===== config.mk =====
export PLATFORM = sky130hd
export DESIGN_NAME = cpc_copper_ctrl
export DESIGN_NICKNAME = d
export VERILOG_FILES = /design/src/hw/cpc_pkg.sv /design/src/hw/cpc_copper_ctrl.sv
export SDC_FILE = /design/constraint.sdc
export NUM_CORES = 1
export LEC_CHECK = 0
export CORE_MARGIN = 8
export CORE_UTILIZATION = 50
export CTS_CLUSTER_SIZE = 25
export DETAILED_ROUTE_END_ITERATION = 8
export DONT_BUFFER_PORTS = 1
export GPL_TIMING_DRIVEN = 0
export SLEW_MARGIN = 0
export SYNTH_ARGS = -nofsm -noshare
export SYNTH_HDL_FRONTEND = slang
export SYNTH_SLANG_ARGS = --single-unit

===== constraint.sdc =====
create_clock -name mclk -period 6.23 [get_ports mclk]
set_input_delay 0.623 -clock mclk [delete_from_list [all_inputs] [get_ports mclk]]
set_output_delay 0.623 -clock mclk [all_outputs]
set_load 0.1 [all_outputs]

===== src/hw/cpc_pkg.sv =====
// copper control register package: field layout, reset values, mdio framing
// assumes a clause-22 style management frame and a page select held elsewhere
package cpc_pkg;

  // --------------------------------------------------------------
  // management addressing
  // --------------------------------------------------------------
  localparam logic [4:0] PHY_ADDR     = 5'h01;
  localparam logic [4:0] REG_CTRL1    = 5'h10;
  localparam logic [7:0] PAGE_COPPER  = 8'h00;
  localparam logic [1:0] ST_CODE      = 2'h1;
  localparam logic [1:0] OP_READ      = 2'h2;
  localparam logic [1:0] OP_WRITE     = 2'h1;
  localparam logic [5:0] PREAMBLE_LEN = 6'h20;
  localparam logic [4:0] HDR_LAST     = 5'h0d;
  localparam logic [4:0] DATA_LAST    = 5'h0f;

  // --------------------------------------------------------------
  // register layout and reset values
  // --------------------------------------------------------------
  localparam int          BIT_RSVD     = 4;
  localparam logic [15:0] CTRL_HW_RST  = 16'h3060;
  localparam logic [2:0]  DS_COUNT_RST = 3'h3;
  localparam logic [1:0]  XOVER_RST    = 2'h3;
  localparam logic [1:0]  ED_OFF       = 2'h0;

  // crossover mode encodings
  localparam logic [1:0]  XOVER_MDI    = 2'h0;
  localparam logic [1:0]  XOVER_MDIX   = 2'h1;
  localparam logic [1:0]  XOVER_AUTO   = 2'h3;

  // resolved speed encodings
  localparam logic [1:0]  SPD_10       = 2'h0;
  localparam logic [1:0]  SPD_1000     = 2'h2;

  // bit order matches the register word, msb first
  typedef struct packed {
    logic       link_pulse_off;
    logic [2:0] ds_count;
    logic       ds_en;
    logic       force_link;
    logic [1:0] ed_mode;
    logic       ext_dist;
    logic [1:0] xover;
    logic       rsvd;
    logic       tx_off;
    logic       pwr_dn;
    logic       pol_dis;
    logic       jab_dis;
  } cpc_ctrl_t;

  // fields that only take hold on a software reset
  typedef struct packed {
    logic [2:0] ds_count;
    logic       ds_en;
    logic [1:0] ed_mode;
    logic [1:0] xover;
  } cpc_active_t;

  typedef struct packed {
    logic       link_pulse_off;
    logic [2:0] ds_count;
    logic       ds_en;
    logic       force_link_up;
    logic [1:0] ed_mode;
    logic       ext_dist;
    logic [1:0] xover;
    logic       tx_off;
    logic       power_down;
    logic       gmii_off;
    logic       pol_fixed;
    logic       jabber_en;
  } cpc_phy_ctl_t;

  typedef enum logic [1:0] {
    MD_IDLE = 2'b00,
    MD_HDR  = 2'b01,
    MD_TA   = 2'b10,
    MD_DATA = 2'b11
  } cpc_fsm_t;

endpackage


===== src/hw/cpc_copper_ctrl.sv =====
// copper specific control register with its management frame slave
// assumes mdc and mdio_i are synchronous to mclk and mdc is much slower;
// the page select, basic control bits and resolved speed come from the phy core
//
// Operation
// - register answers at phy address 01, register 16, page 0 only.
// - bit 15 stops link pulses; cleared by hardware and software reset.
// - bits 14:12 give gigabit attempts minus one; reset value 3.
// - bit 11 enables downshift; hardware reset clears it.
// - downshift fields act only after the next software reset.
// - bit 10 forces link up, except at gigabit speed.
// - bits 9:8 select energy sense mode; strap loads them after hardware reset.
// - bit 7 lowers the 10 Mb/s receive threshold.
// - bits 6:5 pick mdi, mdix or automatic crossover; reset value 3.
// - crossover mode acts only after the next software reset.
// - bit 3 disables the copper transmitter.
// - power down is bit 2 or basic control power down bit.
// - leaving power down triggers software reset and negotiation restart.
// - during power down gmii stays alive only if keep alive is set.
// - bit 1 disables polarity correction, forcing normal polarity.
// - bit 0 disables jabber; jabber acts only in 10 Mb/s half duplex.
module cpc_copper_ctrl
  import cpc_pkg::*;
(
  // clock and reset
  input  wire logic         mclk,
  input  wire logic         rst_n,
  // management serial port
  input  wire logic         mdc,
  input  wire logic         mdio_i,
  output logic              mdio_o,
  output logic              mdio_oe,
  // from the phy core
  input  wire logic [7:0]   page_sel,
  input  wire logic         sw_reset_req,
  input  wire logic         basic_power_down,
  input  wire logic         gmii_keep_alive,
  input  wire logic [1:0]   energy_sense_strap_value,
  input  wire logic [1:0]   speed,
  input  wire logic         full_duplex,
  // to the phy core
  output cpc_phy_ctl_t      phy_ctl,
  output logic              auto_sw_reset,
  output logic              auto_restart_an
);

  // ----------------------------------------------------------------
  // state
  // ----------------------------------------------------------------
  typedef struct packed {
    cpc_ctrl_t   ctrl;
    cpc_active_t act;
    logic        strap_done;
    logic        pd_q;
    logic        auto_rst;
    logic        mdc_q;
    cpc_fsm_t    fsm;
    logic [5:0]  pre_cnt;
    logic [4:0]  bit_cnt;
    logic [15:0] shreg;
    logic        hdr_rd;
    logic        hdr_hit;
    logic        mdio_o;
    logic        mdio_oe;
  } cpc_state_t;

  cpc_state_t  s;
  cpc_state_t  next_s;
  logic        mdc_rise;
  logic        pd_now;
  logic        pd_exit;
  logic        sw_rst;
  logic        wr_commit;
  logic [13:0] hdr;
  logic [15:0] wr_word;

  assign mdc_rise  = mdc & ~s.mdc_q;
  assign hdr       = {s.shreg[12:0], mdio_i};
  assign wr_word   = {s.shreg[14:0], mdio_i};
  assign pd_now    = s.ctrl.pwr_dn | basic_power_down;
  assign pd_exit   = s.pd_q & ~pd_now;
  assign sw_rst    = sw_reset_req | pd_exit;
  assign wr_commit = mdc_rise && s.fsm == MD_DATA && !s.hdr_rd && s.hdr_hit &&
                     s.bit_cnt == DATA_LAST;

  // ----------------------------------------------------------------
  // next state
  // ----------------------------------------------------------------
  always_comb begin
    next_s       = s;
    next_s.mdc_q = mdc;
    next_s.pd_q  = pd_now;
    next_s.auto_rst = pd_exit;

    // frame slave, advanced on each rising mdc
    if (mdc_rise) begin
      case (s.fsm)
        MD_IDLE: begin
          if (mdio_i) begin
            if (s.pre_cnt != PREAMBLE_LEN) begin
              next_s.pre_cnt = s.pre_cnt + 6'h01;
            end
          end else if (s.pre_cnt == PREAMBLE_LEN) begin
            next_s.fsm     = MD_HDR;
            next_s.shreg   = 16'h0000;
            next_s.bit_cnt = 5'h01;
          end else begin
            next_s.pre_cnt = 6'h00;
          end
        end
        MD_HDR: begin
          next_s.shreg   = wr_word;
          next_s.bit_cnt = s.bit_cnt + 5'h01;
          if (s.bit_cnt == HDR_LAST) begin
            next_s.bit_cnt = 5'h00;
            next_s.pre_cnt = 6'h00;
            next_s.hdr_rd  = hdr[11:10] == OP_READ;
            next_s.hdr_hit = hdr[13:12] == ST_CODE &&
                             (hdr[11:10] == OP_READ || hdr[11:10] == OP_WRITE) &&
                             hdr[9:5] == PHY_ADDR && hdr[4:0] == REG_CTRL1 &&
                             page_sel == PAGE_COPPER;
            next_s.fsm     = MD_TA;
            next_s.shreg   = s.ctrl;
          end
        end
        MD_TA: begin
          if (s.bit_cnt == 5'h00) begin
            next_s.bit_cnt = 5'h01;
            if (s.hdr_rd && s.hdr_hit) begin
              next_s.mdio_oe = 1'b1;
              next_s.mdio_o  = 1'b0;
            end
          end else begin
            next_s.bit_cnt = 5'h00;
            next_s.fsm     = MD_DATA;
            if (s.hdr_rd && s.hdr_hit) begin
              next_s.mdio_o = s.shreg[15];
              next_s.shreg  = {s.shreg[14:0], 1'b0};
            end
          end
        end
        MD_DATA: begin
          next_s.bit_cnt = s.bit_cnt + 5'h01;
          if (s.hdr_rd) begin
            next_s.mdio_o = s.shreg[15];
            next_s.shreg  = {s.shreg[14:0], 1'b0};
          end else begin
            next_s.shreg  = wr_word;
          end
          if (s.bit_cnt == DATA_LAST) begin
            next_s.fsm     = MD_IDLE;
            next_s.mdio_oe = 1'b0;
            next_s.mdio_o  = 1'b0;
            next_s.bit_cnt = 5'h00;
          end
        end
        default: begin
          next_s.fsm = MD_IDLE;
        end
      endcase
    end

    // stored as written, software keeps bit 4 at zero
    if (wr_commit) begin
      next_s.ctrl = wr_word;
    end

    // strap caught once after reset release
    if (!s.strap_done) begin
      next_s.strap_done   = 1'b1;
      next_s.ctrl.ed_mode = energy_sense_strap_value;
      next_s.act.ed_mode  = energy_sense_strap_value;
    end

    if (sw_rst) begin
      // link pulse disable clears on software reset
      next_s.ctrl.link_pulse_off = 1'b0;
      next_s.act.ds_count = next_s.ctrl.ds_count;
      next_s.act.ds_en    = next_s.ctrl.ds_en;
      next_s.act.ed_mode  = next_s.ctrl.ed_mode;
      next_s.act.xover    = next_s.ctrl.xover;
    end
  end

  always_ff @(posedge mclk or negedge rst_n) begin
    if (!rst_n) begin
      s            <= '0;
      s.ctrl       <= CTRL_HW_RST;
      s.act        <= {DS_COUNT_RST, 1'b0, ED_OFF, XOVER_RST};
      s.fsm        <= MD_IDLE;
    end else begin
      s <= next_s;
    end
  end

  // ----------------------------------------------------------------
  // outputs
  // ----------------------------------------------------------------
  assign mdio_o          = s.mdio_o;
  assign mdio_oe         = s.mdio_oe;
  assign auto_sw_reset   = s.auto_rst;
  assign auto_restart_an = s.auto_rst;

  always_comb begin
    phy_ctl                = '0;
    phy_ctl.link_pulse_off = s.ctrl.link_pulse_off;
    phy_ctl.ds_en          = s.act.ds_en;
    phy_ctl.ds_count       = s.act.ds_count;
    phy_ctl.force_link_up  = s.ctrl.force_link && speed != SPD_1000;
    phy_ctl.ed_mode        = s.act.ed_mode;
    phy_ctl.ext_dist       = s.ctrl.ext_dist;
    phy_ctl.xover          = s.act.xover;
    phy_ctl.tx_off         = s.ctrl.tx_off;
    phy_ctl.power_down     = pd_now;
    // gmii shut down in power down unless kept alive
    phy_ctl.gmii_off       = pd_now && !gmii_keep_alive;
    phy_ctl.pol_fixed      = s.ctrl.pol_dis;
    // jabber only in 10 Mb/s half duplex
    phy_ctl.jabber_en      = !s.ctrl.jab_dis && speed == SPD_10 && !full_duplex;
  end
endmodule


== Word-level counts from Yosys, hierarchy flattened ==
Cells that the tools add are included.

* Register bits: 61
* Bits of input ports: 20
* Output and inout port bits: 20
* Logic and storage cells: 122

* Add/sub/neg operators: 2
* Equal/unequal tests: 24
* Muxes and demuxes: 30
* Bitwise logic cells: 6
* Reductions and logical operators: 32

{| class="wikitable"
|+ Operator list
! operator !! count
|-
| $pmux W21 S4 || 1
|-
| $mux W16 || 3
|-
| $mux W21 || 2
|-
| $mux W31 || 1
|-
| $mux W6 || 3
|-
| $mux W2 || 8
|-
| $reduce_and A5 Y1 || 3
|-
| $ne A2 B2 Y1 const B || 7
|-
| $logic_and A1 B1 Y1 || 13
|-
| $pmux W6 S2 || 1
|-
| $eq A5 B4 Y1 const B || 2
|-
| $logic_not A8 Y1 || 1
|-
| $pmux W2 S4 || 1
|-
| $mux W1 || 7
|-
| $add A6 B1 Y6 const B || 1
|-
| $eq A2 B1 Y1 const B || 3
|-
| $eq A2 B2 Y1 const B || 3
|-
| $eq A6 B6 Y1 const B || 1
|-
| $ne A3 B3 Y1 const B || 2
|-
| $ne A6 B6 Y1 const B || 1
|-
| $reduce_and A3 Y1 || 2
|-
| $reduce_and A6 Y1 || 1
|-
| $reduce_bool A2 Y1 || 3
|-
| $add A5 B1 Y5 const B || 1
|-
| other kinds (15) || 23
|}

== Depth between registers and ports, before layout ==
* Depth in word-level cells: 9
* Gate-level depth with buffers: 9
* Gate-level depth less buffers: 8

== Worst setup path before layout ==
No wires, ideal clock.

* Kind: input-to-output
* Start point: input port speed[1]
* End point: output port phy_ctl[0] (netlist bit)
* Arrival time: 3.582 ns
* Data required time: 5.607 ns
* Slack: 2.025 ns
* Stages: 1
* Buffers on the path: 0
* Cells stage by stage: nor4_1

* Word-level cells in the longest chain between the ends: 3

{| class="wikitable"
|+ Ends and longest elaborated chain
! item !! line !! source
|-
| from (decl) || cpc_copper_ctrl.sv:39 || <nowiki>input wire logic [1:0] speed,</nowiki>
|-
| $logic_not A2 Y1 || cpc_copper_ctrl.sv:219 || <nowiki>phy_ctl.jabber_en = !s.ctrl.jab_dis && speed == SPD_10 && !full_duplex;</nowiki>
|-
| $logic_and A1 B1 Y1 (2 in series) || cpc_copper_ctrl.sv:219 ||
|-
| to (decl) || cpc_copper_ctrl.sv:42 || <nowiki>output cpc_phy_ctl_t phy_ctl,</nowiki>
|}

No other way between the ends.

== Worst setup path after layout ==
* Start point: register s[20] (netlist bit)
* End point: register s (netlist bit phy_ctl[9])

* Word-level cells in the longest chain between the ends: 5

{| class="wikitable"
|+ Ends and longest elaborated chain
! item !! line !! source
|-
| from (decl) || cpc_copper_ctrl.sv:67 || <nowiki>cpc_state_t s;</nowiki>
|-
| from (signal assigned) || cpc_copper_ctrl.sv:192 || <nowiki>s <= next_s;</nowiki>
|-
| $eq A5 B4 Y1 || cpc_copper_ctrl.sv:84 || <nowiki>s.bit_cnt == DATA_LAST;</nowiki>
|-
| $logic_and A1 B1 Y1 || cpc_copper_ctrl.sv:83 || <nowiki>assign wr_commit = mdc_rise && s.fsm == MD_DATA && !s.hdr_rd && s.hdr_hit &&</nowiki>
|-
| $mux W16 || cpc_copper_ctrl.sv:164 || <nowiki>if (wr_commit) begin</nowiki>
|-
| $mux W2 || cpc_copper_ctrl.sv:169 || <nowiki>if (!s.strap_done) begin</nowiki>
|-
| $mux W4 || cpc_copper_ctrl.sv:175 || <nowiki>if (sw_rst) begin</nowiki>
|}

No other way between the ends. The select of a mux whose other input is x is not followed.
A chain may end at the register's enable or synchronous reset.

==> reports/metrics.csv <==
stage;metric;value;unit
synthesis;Synth Register Bits;61;
power_and_ir_drop;pwr dens;355;nW/µm²
critical_path;R2R Path Start;s[20]$_DFFE_PN0P_;
power_and_ir_drop;VDD IR max;0.190;mV
sta;TNS Setup;0;ns
synthesis;area leader, netlist;dfrtp_1;
power_and_ir_drop;Switching Fraction;35.6;%
finish;synthesis-to-finish area growth;11.7;%
synthesis;Synth cell types;58;
floorplanning;Die X;94.3;µm
sta;Peak Freq;386;MHz
sta;fin crit share;41.6;%
finish;register area;1540;µm²
synthesis;syn nets;294;
critical_path;Slowest-stage cell, CP;nor3_2;
synthesis;fraction of registers with async set/reset;100;%
finish;layout cells sized above 1;28.9;%
critical_path;crit path cell chain;ha_1 > nand3_1 > inv_1 > ha_1 > nand2_1 > nor3_2 > buf_4 > mux2i_1 > o221ai_1;
placement;DP Cell Count;342;
clock_network;CTS Buf Count;9;
global_routing;GRT Util Overall;15.7;%
sta;post-route minimum period;2.59;ns
status;status;completed;
synthesis;cells after synthesis;266;
critical_path;crit-path max cell delay;0.55;ns
critical_path;crit path capture type;flop;
synthesis;share of the synthesized area in the top cell type;43.3;%
detailed_routing;number of vias per cell;5.91;
finish;Antenna diodes;0;
synthesis;top-count cell post-synth;dfrtp_1;
sta;clk_skew;0.00623;ns
detailed_routing;drt total wl;6.51;mm
global_routing;GRT overflow;0;
placement;Post-DP HPWL;4.37;mm
floorplanning;Die Y;94.3;µm
critical_path;CP Buf/Inv Count;2;
detailed_routing;M1 WL;3.26;mm
critical_path;Startpoint Class;flop;
detailed_routing;uppermost layer routed;met4;
critical_path;worst endpoint required time;6.42;ns
floorplanning;Core Area;5920;µm²
critical_path;path length in cells of the critical path;9;
global_routing;first-pass GRT wire length;10.8;mm
floorplanning;I/O pin count;40;
power_and_ir_drop;Leak;1.50;nW
sta;Slew headroom;20.4;%
placement;I/O Buffers;0;
power_and_ir_drop;internal power;0.781;mW
synthesis;most frequent cells after synthesis;dfrtp_1, mux2_2, a22oi_1, nand2_1;
sta;Hold Violations, Final;0;
clock_network;CTS max path bufs;2;
placement;routability cong.;0.827;
critical_path;CP max FO;10;
finish;multi-input logic area;1330;µm²
job;Max Cap Viol;0;
power_and_ir_drop;Net Switching;0.433;mW
clock_network;CTS tree;done;
floorplanning;# rows;28;
clock_network;clock sinks;61;
sta;Slew Limit Fails;0;
finish;fillers;519;
sta;final setup vio count;0;
detailed_routing;First DRT Iteration DRCs;113;
synthesis;synth warn;0;
clock_network;clk slew on worst S/H paths;0.07;ns
finish;Final nets;307;
critical_path;CP Class;flop to flop;
critical_path;Worst setup startpoint;s[20]$_DFFE_PN0P_;
synthesis;syn_area_per_cell;11.5;µm²
sta;RSZ-0062 raised after global routing;false;
critical_path;setup slack, reg-to-reg;3.64;ns
critical_path;arrival time worst endpoint;2.78;ns
detailed_routing;via count;2121;
global_routing;number of global-route vias before repair;2089;
floorplanning;Die ar.;8890;µm²
critical_path;worst r2r path cells;9;
clock_network;Clock H-tree levels;3;
clock_network;later-pin clock latency in the skew report;0.33;ns
min_path;type of the worst min-delay path;input port to asynchronous set/reset pin;
power_and_ir_drop;Clk pwr share;30.1;%
global_routing;initial antenna violation count;0;
detailed_routing;drt wl/cell;18.1;µm
synthesis;post-synthesis sequential area ratio;50.2;%
global_routing;pin count of the biggest net entering global routing;54;
synthesis;area of the mapped netlist;3060;µm²
critical_path;most used cell, CP;ha_1;
critical_path;Worst path top cell family by delay;simple AND/OR/NAND/NOR gates;
synthesis;dominant synthesized flop cell;dfrtp_1;
detailed_routing;routed length on met2;2.75;mm
clock_network;Setup Buffers After CTS;0;
clock_network;CTS root buf;clkbuf_8;
detailed_routing;Final ANT Viol Nets;0;
power_and_ir_drop;sequential power share;42.9;%
detailed_routing;DRC;0;
critical_path;reg-to-reg endpoint;phy_ctl[9]$_DFFE_PN0P_;
detailed_routing;met3 wire length;384;µm
synthesis;Post-synth EDFFs;0;
synthesis;Synth area leaders;dfrtp_1, mux2_2, dfstp_2;
power_and_ir_drop;Combinational Power Share;27.0;%
critical_path;end of the critical path;phy_ctl[9]$_DFFE_PN0P_;
detailed_routing;drt pass-1 iters;4;
sta;slew of the pin with the lowest slew margin;1.19;ns
floorplanning;initial core utilization;51.7;%
finish;Finished Layout Cells;359;
[registers in the layout (all words and copies together), names as in the netlist, named ones only]
name,flops
phy_ctl,12
s,32
mdio_oe,1
mdio_o,1
hdr,13
auto_restart_an,1
[through the flow]
stage | cell area, µm² | hold WS, ns | power, mW | setup WS, ns | util [%]
final | 3420 | 0.129 | 1.21 | 3.64 | 57.8
after CTS | 3420 | 0.109 | 1.22 | 3.58 | 57.8
after detailed placement | 3180 | 0.329 | 0.841 | 3.61 | 53.8
after floorplan | 3060 | 0.327 | 0.766 | 2.03 | -
after global placement | 3160 | 0.329 | 0.837 | 1.95 | 53.3
after global routing | 3420 | 0.106 | 1.29 | 3.38 | 57.8
[final cells by class]
class	count	area share, %
Clock inverter	5	1.72
Sequential cell	61	44.9
Clock buffer	11	4.42
Multi-Input combinational cell	168	39.0
Tap cell	75	2.74
Timing Repair Buffer	2	1.24
Inverter	13	1.43
Buffer	24	4.57
[cells in the final DEF, fill, tap and decap left out, types with 2 or more instances in the layout]
cell type	count
dfstp_2	8
nor2_1	8
o21bai_1	2
buf_4	15
nor4_1	4
a31oi_1	4
clkbuf_1	5
o31ai_1	2
a22oi_1	16
a21oi_1	3
mux2i_1	5
a22o_1	2
inv_1	13
buf_2	2
mux2_2	23
o221ai_1	2
nand3_1	6
nand2b_1	2
ha_1	8
nor2b_1	3
dfrtp_1	53
clkbuf_8	11
a211o_1	2
nand4_1	2
nor3_1	2
clkinvlp_4	2
o2bb2ai_1	15
nand2_1	16
a31o_2	2
o21ai_0	5
or2_2	2
a21o_1	3
nor4b_1	2
[cell families after synthesis]
| family | synth area share (%) |
|---|---|
| AND/OR/NAND/NOR | 11.2 |
| buffers and inverters | 6.70 |
| adder cells (fa/ha/maj) | 3.27 |
| AO/OA/AOI/OAI | 18.5 |
| other | 0.122 |
| multiplexers | 10.1 |
| flip-flops | 50.2 |
[worst min-delay path by stage]
stage	end	depth (start not counted)	slack, ns	start
floorplan	asynchronous set/reset pin	0	0.33	rst_n
global placement	s[25]$_DFFE_PN0P_	0	0.33	rst_n
detailed placement	s[25]$_DFFE_PN0P_	0	0.33	rst_n
CTS	phy_ctl[13]$_DFFE_PN1N_	0	0.11	rst_n
global route	phy_ctl[13]$_DFFE_PN1N_	0	0.11	rst_n
finish	phy_ctl[13]$_DFFE_PN1N_	0	0.13	rst_n
[timing repair]
action	in CTS	in global routing
gates resized for setup	0	0
hold buffers	1	0
hold endpoints to repair	53	0
[power by group through the flow]
stage                     sequential (mW)  combinational, mW  clock (mW)
after floorplan                     0.507              0.259           0
after global placement              0.523              0.314           0
after detailed placement            0.526              0.315           0
after CTS                           0.519              0.327       0.376
after global routing                0.528              0.362       0.395
final                               0.520              0.328       0.365
[per-layer routing]
metal / vias to the layer above / GRT usage (%)
met5: - / 0
met4: 0 / 7.53
met3: 11 / 3.92
met2: 54 / 21.6
met1: 1045 / 22.1
li1: 1011 / -
Power figures use the tool's default switching activity.
